<file path="src/hw/rx_track_map.svh">
// Purpose: Offsets, field positions and constants of the tracking registers.
// Assumes: Included by bare name from the design files.
// Notes: Definitions only.
`ifndef RX_TRACK_MAP_SVH
`define RX_TRACK_MAP_SVH
`define RX_TRACKING_INTERVAL_ADDR 6'h13
`define RX_TRACKING_OFFSET_ADDR 6'h14
`define TRACK_INTERVAL_PRF16 32'h01F00000
`define TRACK_INTERVAL_PRF64 32'h01FC0000
`define TRACK_OFFSET_WIDTH 19
`define TRACK_OFFSET_MSB 18
`define RESAMPLER_LSB 24
`define RESAMPLER_MSB 31
`define PHASE_MSB 6
`define PHASE_LSB 32
`define PHASE_WIDTH 7
`define TRACK_INTERVAL_RESET 32'h00000000
`define TRACK_OFFSET_RESET 40'h0000000000
`define ADDR_WIDTH 6
`define BYTE_SEL_WIDTH 3
`endif

</file>
<file path="src/hw/rx_track_pkg.sv">
// Purpose: Types shared by the tracking register bank.
// Assumes: Nothing beyond the map header.
// Notes: Types only.
package rx_track_pkg;
   typedef enum logic [1:0] {
      PRF_16 = 2'h1,
      PRF_64 = 2'h2
   } prf_t;
endpackage

</file>
<file path="src/hw/rx_track_bank.sv">
// Purpose: One buffered copy of the tracking interval and offset.
// Assumes: Capture strobe is a same-clock one-cycle pulse.
// Notes: Two copies form the swinging set.
`timescale 1ns/10ps
`include "rx_track_map.svh"
module rx_track_bank (
   // Clock and reset.
   input wire logic CORE_CLK,
   input wire logic RESET_N,
   // Capture.
   input wire logic capture,
   input wire logic [31:0] interval_in,
   input wire logic [39:0] offset_in,
   // Held values.
   output logic [31:0] interval_value,
   output logic [39:0] offset_value
);
   logic [31:0] next_interval_value;
   logic [39:0] next_offset_value;

   always_comb begin
      next_interval_value = interval_value;
      next_offset_value = offset_value;
      if (capture) begin
         next_interval_value = interval_in;
         next_offset_value = offset_in;
      end
   end

   always_ff @(posedge CORE_CLK or negedge RESET_N) begin
      if (!RESET_N) begin
         interval_value <= `TRACK_INTERVAL_RESET;
         offset_value <= `TRACK_OFFSET_RESET;
      end else begin
         interval_value <= next_interval_value;
         offset_value <= next_offset_value;
      end
   end
endmodule // rx_track_bank

</file>
<file path="src/hw/rx_clock_offset_report.sv">
// Purpose: Read-only receiver clock offset report registers.
// Assumes: Receiver status inputs are on CORE_CLK; host reads by address.
// Notes: Two banks swing; the host sees the bank selected for reading.
`timescale 1ns/10ps
`include "rx_track_map.svh"
// Notes on behaviour
// - Refresh only on successful frame demodulation.
// - Interval is 32-bit constant chosen by PRF.
// - Offset is 19-bit signed in low bits.
// - Host divides signed offset by interval.
// - Positive offset means remote clock faster.
// - Resampler delay sits in bits 31 to 24.
// - Phase at timestamp in fifth octet, 7 bits.
// - Both registers read-only, swing with buffer set.
module rx_clock_offset_report (
   // Clock and reset.
   input wire logic CORE_CLK,
   input wire logic RESET_N,
   // Receiver status.
   input wire logic DEMOD_DONE_OK,
   input wire logic PRF_IS_64,
   input wire logic [18:0] DRIFT_MEASURED,
   input wire logic [7:0] RESAMPLER_DELAY,
   input wire logic [6:0] CARRIER_PHASE,
   input wire logic STAMP_TAKEN,
   // Swinging set control.
   input wire logic FILL_BANK,
   input wire logic READ_BANK,
   // Host read port.
   input wire logic [5:0] RD_ADDR,
   input wire logic [2:0] RD_BYTE,
   output logic [7:0] RD_DATA,
   output logic RD_HIT
);
   rx_track_pkg::prf_t prf;
   logic [6:0] carrier_phase_at_stamp;
   logic [6:0] next_carrier_phase_at_stamp;
   logic [31:0] tracking_interval_value;
   logic [39:0] tracking_offset_value;
   logic [18:0] drift_field;
   logic [7:0] resampler_delay;
   logic [1:0] capture_bank;
   logic [31:0] iv [2];
   logic [39:0] ov [2];
   logic [31:0] shown_interval;
   logic [39:0] shown_offset;
   logic hit_interval;
   logic hit_offset;
   logic [7:0] next_rd_data;
   logic [39:0] sel_word;

   function automatic logic [7:0] pick_byte(input logic [39:0] w,
                                            input logic [2:0] b);
      logic [7:0] r;
      r = 8'h00;
      case (b)
         3'h0: r = w[7:0];
         3'h1: r = w[15:8];
         3'h2: r = w[23:16];
         3'h3: r = w[31:24];
         3'h4: r = w[39:32];
         default: r = 8'h00;
      endcase
      return r;
   endfunction

   // Gives the interval constant that belongs to one PRF setting.
   function automatic logic [31:0] interval_for(
      input rx_track_pkg::prf_t p
   );
      logic [31:0] r;
      r = `TRACK_INTERVAL_PRF16;
      unique case (p)
         rx_track_pkg::PRF_64: r = `TRACK_INTERVAL_PRF64;
         default: r = `TRACK_INTERVAL_PRF16;
      endcase
      return r;
   endfunction

   // Tells whether a host address selects the given register.
   function automatic logic addr_is(input logic [5:0] a,
                                    input logic [5:0] t);
      logic r;
      r = (a == t);
      return r;
   endfunction

   // Tells whether a finished frame lands in the given bank.
   function automatic logic fill_strobe(input logic done,
                                        input logic fill,
                                        input logic idx);
      logic r;
      r = done && (fill == idx);
      return r;
   endfunction

   assign prf = PRF_IS_64 ? rx_track_pkg::PRF_64 : rx_track_pkg::PRF_16;

   always_comb begin
      tracking_interval_value = interval_for(prf);
   end

   always_comb begin
      next_carrier_phase_at_stamp = carrier_phase_at_stamp;
      if (STAMP_TAKEN) begin
         next_carrier_phase_at_stamp = CARRIER_PHASE;
      end
   end

   always_ff @(posedge CORE_CLK or negedge RESET_N) begin
      if (!RESET_N) begin
         carrier_phase_at_stamp <= 7'h00;
      end else begin
         carrier_phase_at_stamp <= next_carrier_phase_at_stamp;
      end
   end

   // Drift keeps its sign bit; the host divides it by the interval.
   assign drift_field = DRIFT_MEASURED;
   assign resampler_delay = RESAMPLER_DELAY;

   // Offset word: phase octet on top, then delay, reserved zero, signed drift.
   always_comb begin
      tracking_offset_value = `TRACK_OFFSET_RESET;
      tracking_offset_value[`TRACK_OFFSET_MSB:0] = drift_field;
      tracking_offset_value[`RESAMPLER_MSB:`RESAMPLER_LSB] =
         resampler_delay;
      tracking_offset_value[`PHASE_LSB +: `PHASE_WIDTH] =
         carrier_phase_at_stamp;
   end

   // Only a successful frame refreshes a bank, and only the one to fill.
   always_comb begin
      capture_bank[0] = fill_strobe(DEMOD_DONE_OK, FILL_BANK, 1'b0);
      capture_bank[1] = fill_strobe(DEMOD_DONE_OK, FILL_BANK, 1'b1);
   end

   for (genvar g = 0; g < 2; g++) begin : g_bank
      rx_track_bank u_bank (
         .CORE_CLK(CORE_CLK),
         .RESET_N(RESET_N),
         .capture(capture_bank[g]),
         .interval_in(tracking_interval_value),
         .offset_in(tracking_offset_value),
         .interval_value(iv[g]),
         .offset_value(ov[g])
      );
   end

   // The host sees only the bank that the swap logic presents for reading.
   always_comb begin
      shown_interval = iv[READ_BANK];
      shown_offset = ov[READ_BANK];
   end

   always_comb begin
      hit_interval = addr_is(RD_ADDR, `RX_TRACKING_INTERVAL_ADDR);
      hit_offset = addr_is(RD_ADDR, `RX_TRACKING_OFFSET_ADDR);
   end

   assign RD_HIT = hit_interval || hit_offset;

   // Read only: there is no write path at all, writes are ignored.
   always_comb begin
      sel_word = 40'h0000000000;
      if (hit_interval) begin
         sel_word = {8'h00, shown_interval};
      end else if (hit_offset) begin
         sel_word = shown_offset;
      end
      next_rd_data = pick_byte(sel_word, RD_BYTE);
   end

   always_ff @(posedge CORE_CLK or negedge RESET_N) begin
      if (!RESET_N) begin
         RD_DATA <= 8'h00;
      end else begin
         RD_DATA <= next_rd_data;
      end
   end
endmodule // rx_clock_offset_report

</file>
<file path="config.mk">
export PLATFORM = sky130hd
export DESIGN_NAME = rx_clock_offset_report
export DESIGN_NICKNAME = d
export VERILOG_FILES = /design/src/hw/rx_track_pkg.sv /design/src/hw/rx_track_bank.sv /design/src/hw/rx_clock_offset_report.sv
export VERILOG_INCLUDE_DIRS = /design/src /design/src/hw
export SDC_FILE = /design/constraint.sdc
export NUM_CORES = 1
export LEC_CHECK = 0
export BUFFER_PORTS_ARGS = -buffer_cell sky130_fd_sc_hd__buf_2
export CAP_MARGIN = 20
export CORE_MARGIN = 5
export CORE_UTILIZATION = 50
export DETAILED_ROUTE_END_ITERATION = 10
export PLACE_DENSITY = 0.76
export SLEW_MARGIN = 20
export SYNTH_ARGS = -nofsm -noshare
export SYNTH_HDL_FRONTEND = slang
export SYNTH_SLANG_ARGS = --single-unit
</file>
<file path="constraint.sdc">
create_clock -name CORE_CLK -period 1.1 [get_ports CORE_CLK]
set_input_delay 0.11 -clock CORE_CLK [delete_from_list [all_inputs] [get_ports CORE_CLK]]
set_output_delay 0.11 -clock CORE_CLK [all_outputs]
set_load 0.05 [all_outputs]
</file>
==> impl_metrics.toml <==
[outcome]
outcome = "finished with violations"
failing_checks = "setup timing"

[global_route]
antenna_found_initial = 0
grt_pass1_vias = 2711
grt_overflow = 0
grt_start_max_net_pins = 88
total_track_usage_pct = 17.7
grt_pass1_wl_mm = 13.3

[yosys]
yosys.area.top_type = "dfrtp_1"
synth_edf_count = 0
ys_warn_count = 0
yosysSeqAreaShare_pct = 57.3
synthFlopType = "dfrtp_1"
async_reset_ff_share_pct = 100
syn_area_per_cell_sq_um = 14.0
synth_seq_cells = 87
synth_area_leaders = "dfrtp_1, mux2_2, mux2i_1"
syn-num-nets = 321
synth.top_cell.area_share_pct = 57.3
syn-instance-count = 271
post_synth_num_cell_types = 24
synth_area_sq_um = 3800

[clocking]
clockBufferDepth = 2
cts.sink_count = 87
cts_made_buffers = 9
htreeDepth = 3
clock_pin_slew_of_the_registers_on_the_worst_case_setup_and_hold_paths_ns = 0.07
clk_root_buffer_cell = "clkbuf_8"
clock_insertion_delay_at_the_later_pin_of_the_skew_report_ns = 0.35
tritoncts = "done"

[floorplanning]
fp.dieArea_sq_um = 9450
pin_count = 59
fp.coreArea_sq_um = 7330
fp.dieH_microns = 97.2
dieWidth_microns = 97.2
fp-row-count = 31
initial_utilization_pct = 51.9

[timing]
fin_worst_skew_ns = 0.0104
worst-slew-pin-transition_ns = 0.465
hold_slack_ns = 0.0110
slew-limit-headroom_pct = 69.0
fmax_ghz = 0.799
setup_ws_ns = -0.152
report.final.slew_viol_count = 0
period_share_pct = 114
fin_crit_ns = 1.25
finalHoldViolCount = 0
finalSetupViolCount = 9
grt_setup_unrepaired = "true"

[min_path]
hold_path_class = "in2reg"
timing.hold.worst_path_depth = 2
min_delay_worst_endpoint = "g_bank[1].u_bank.offset_value[27]"
hold_path_startpoint = "RESAMPLER_DELAY[3]"

[worst_setup_path]
setup.worst_path.class = "in2out"
startpoint_type = "input pin"
crit_path_end_kind = "primary output"
worstRegToRegCells = 4
rr_startpoint = "g_bank[0].u_bank.offset_value[17]"
regToRegSetupSlack_ns = 0
regToRegEndpoint = "RD_DATA[1]"
worst-endpoint-required_ns = 0.99
data_arrival_time_of_the_critical_path_ns = 1.14
critical_path.max_fanout = 2

[route]
route.detailed.wl_per_inst_microns = 17.2
post-route-drc-count = 0
vias_per_cell = 5.40
number_of_design_rule_violations_left_by_the_first_detailed_router_iteration = 83
total_routed_wirelength_mm = 8.01
num_vias = 2513
detailedRoute.firstPassIterationCount = 4
antenna_violating_nets_post_route = 0

[finish]
drive_above_1_share_pct = 48.1
mostFrequentLayoutCell = "dfrtp_1"
antenna-diode-count = 0
finish.cell_count_without_fillers = 465
finish.net_count = 413
final_core_utilization_pct = 66.1
final_cell_mix = "dfrtp_1, mux2_2, buf_2"
area_growth_pct = 27.4
fill_cells = 532

[power_and_ir_drop]
power.density_cell_area_nw_per_um2 = 1550
fin_total_pwr_mw = 7.49
static-leakage-power_nw = 2.19
largest_voltage_drop_on_the_vdd_net_mv = 0.823

[placement]
dp_worst_setup_slack_ns = -0.395
placed_cells = 428
post-dp-hpwl_mm = 5.29
gp_congestion = 0.771
port_buffers = 58

[run]
cap_violations = 0
routing by layer:
layer  GRT usage [%]  share of wire (%)  up-vias
li1                -                  -     1168
met1            23.2                 45     1279
met2            27.7                 48       54
met3            5.24                4.5       12
met4            6.59                2.0        0
met5               0                  0        -
stage by stage:
step	area, sq um	setup TNS (ns)
finish	4850	-0.509
global route	4850	-0.777
CTS	4810	-0.369
detailed placement	4350	-3.37
global placement	4350	-3.23
floorplan	3810	-2.01
synth_stat cells (2+ instances only):
cell type / n
mux2_2: 78
buf_2: 7
mux2i_1: 35
or3b_2: 2
or3b_1: 2
nor3_1: 3
nor2_1: 11
nand2b_1: 2
nand2_1: 3
clkbuf_1: 7
o21ai_1: 7
dfrtp_1: 87
o22ai_1: 16
flip-flops by register name (all words and copies together), names as in the netlist:
signal and cells:
RD_DATA 8, carrier_phase_at_stamp 7, g_bank.u_bank.interval_value 4, g_bank.u_bank.offset_value 68
kinds of logic after synthesis:
family / share of synthesized area, %
and+or+nand+nor: 4.61
buffers and inverters: 2.01
AOI/OAI and AO/OA: 3.82
muxes: 32.3
DFF: 57.3
power breakdown:
part	switching, mW	internal, mW	total (mW)
registers	0.218	3.63	3.85
clock network	1.07	1.38	2.44
logic	0.498	0.702	1.20
worst max-delay path by stage:
stage / start / to / slack [ns] / depth (start not counted)
2_1_floorplan: RD_ADDR[1] / RD_DATA[0] / -0.23 / 4
4_1_cts: RD_ADDR[3] / RD_HIT / -0.17 / 5
6_report: RD_ADDR[3] / RD_HIT / -0.15 / 5
3_3_place_gp: RD_ADDR[1] / RD_DATA[6] / -0.38 / 4
3_5_place_dp: RD_ADDR[1] / RD_DATA[7] / -0.39 / 4
5_1_grt: RD_ADDR[3] / RD_HIT / -0.18 / 5
what timing repair did:
action	CTS	global route
hold buffers	23	0
setup endpoints to repair	8	13
pin swaps	2	2
endpoints found under the hold margin	118	0
setup buffers	0	0
gates resized for setup	4	8
cell type report:
class                   instances  area [sq um]  area share (%)
multi-input cells             168          1580            32.6
well taps                      99           124            2.56
clock inverters                 3          67.6            1.39
flip-flops and latches         87          2180            44.9
clock buffers                  11           151            3.12
repair buffers                 97           744            15.4
worst max-delay path, stage by stage:
cell     delay, ns
buf_6         0.09
or4b_4        0.53
buf_6         0.14
a21oi_4       0.11
buf_6         0.17
(Power assumes the default switching activity.)
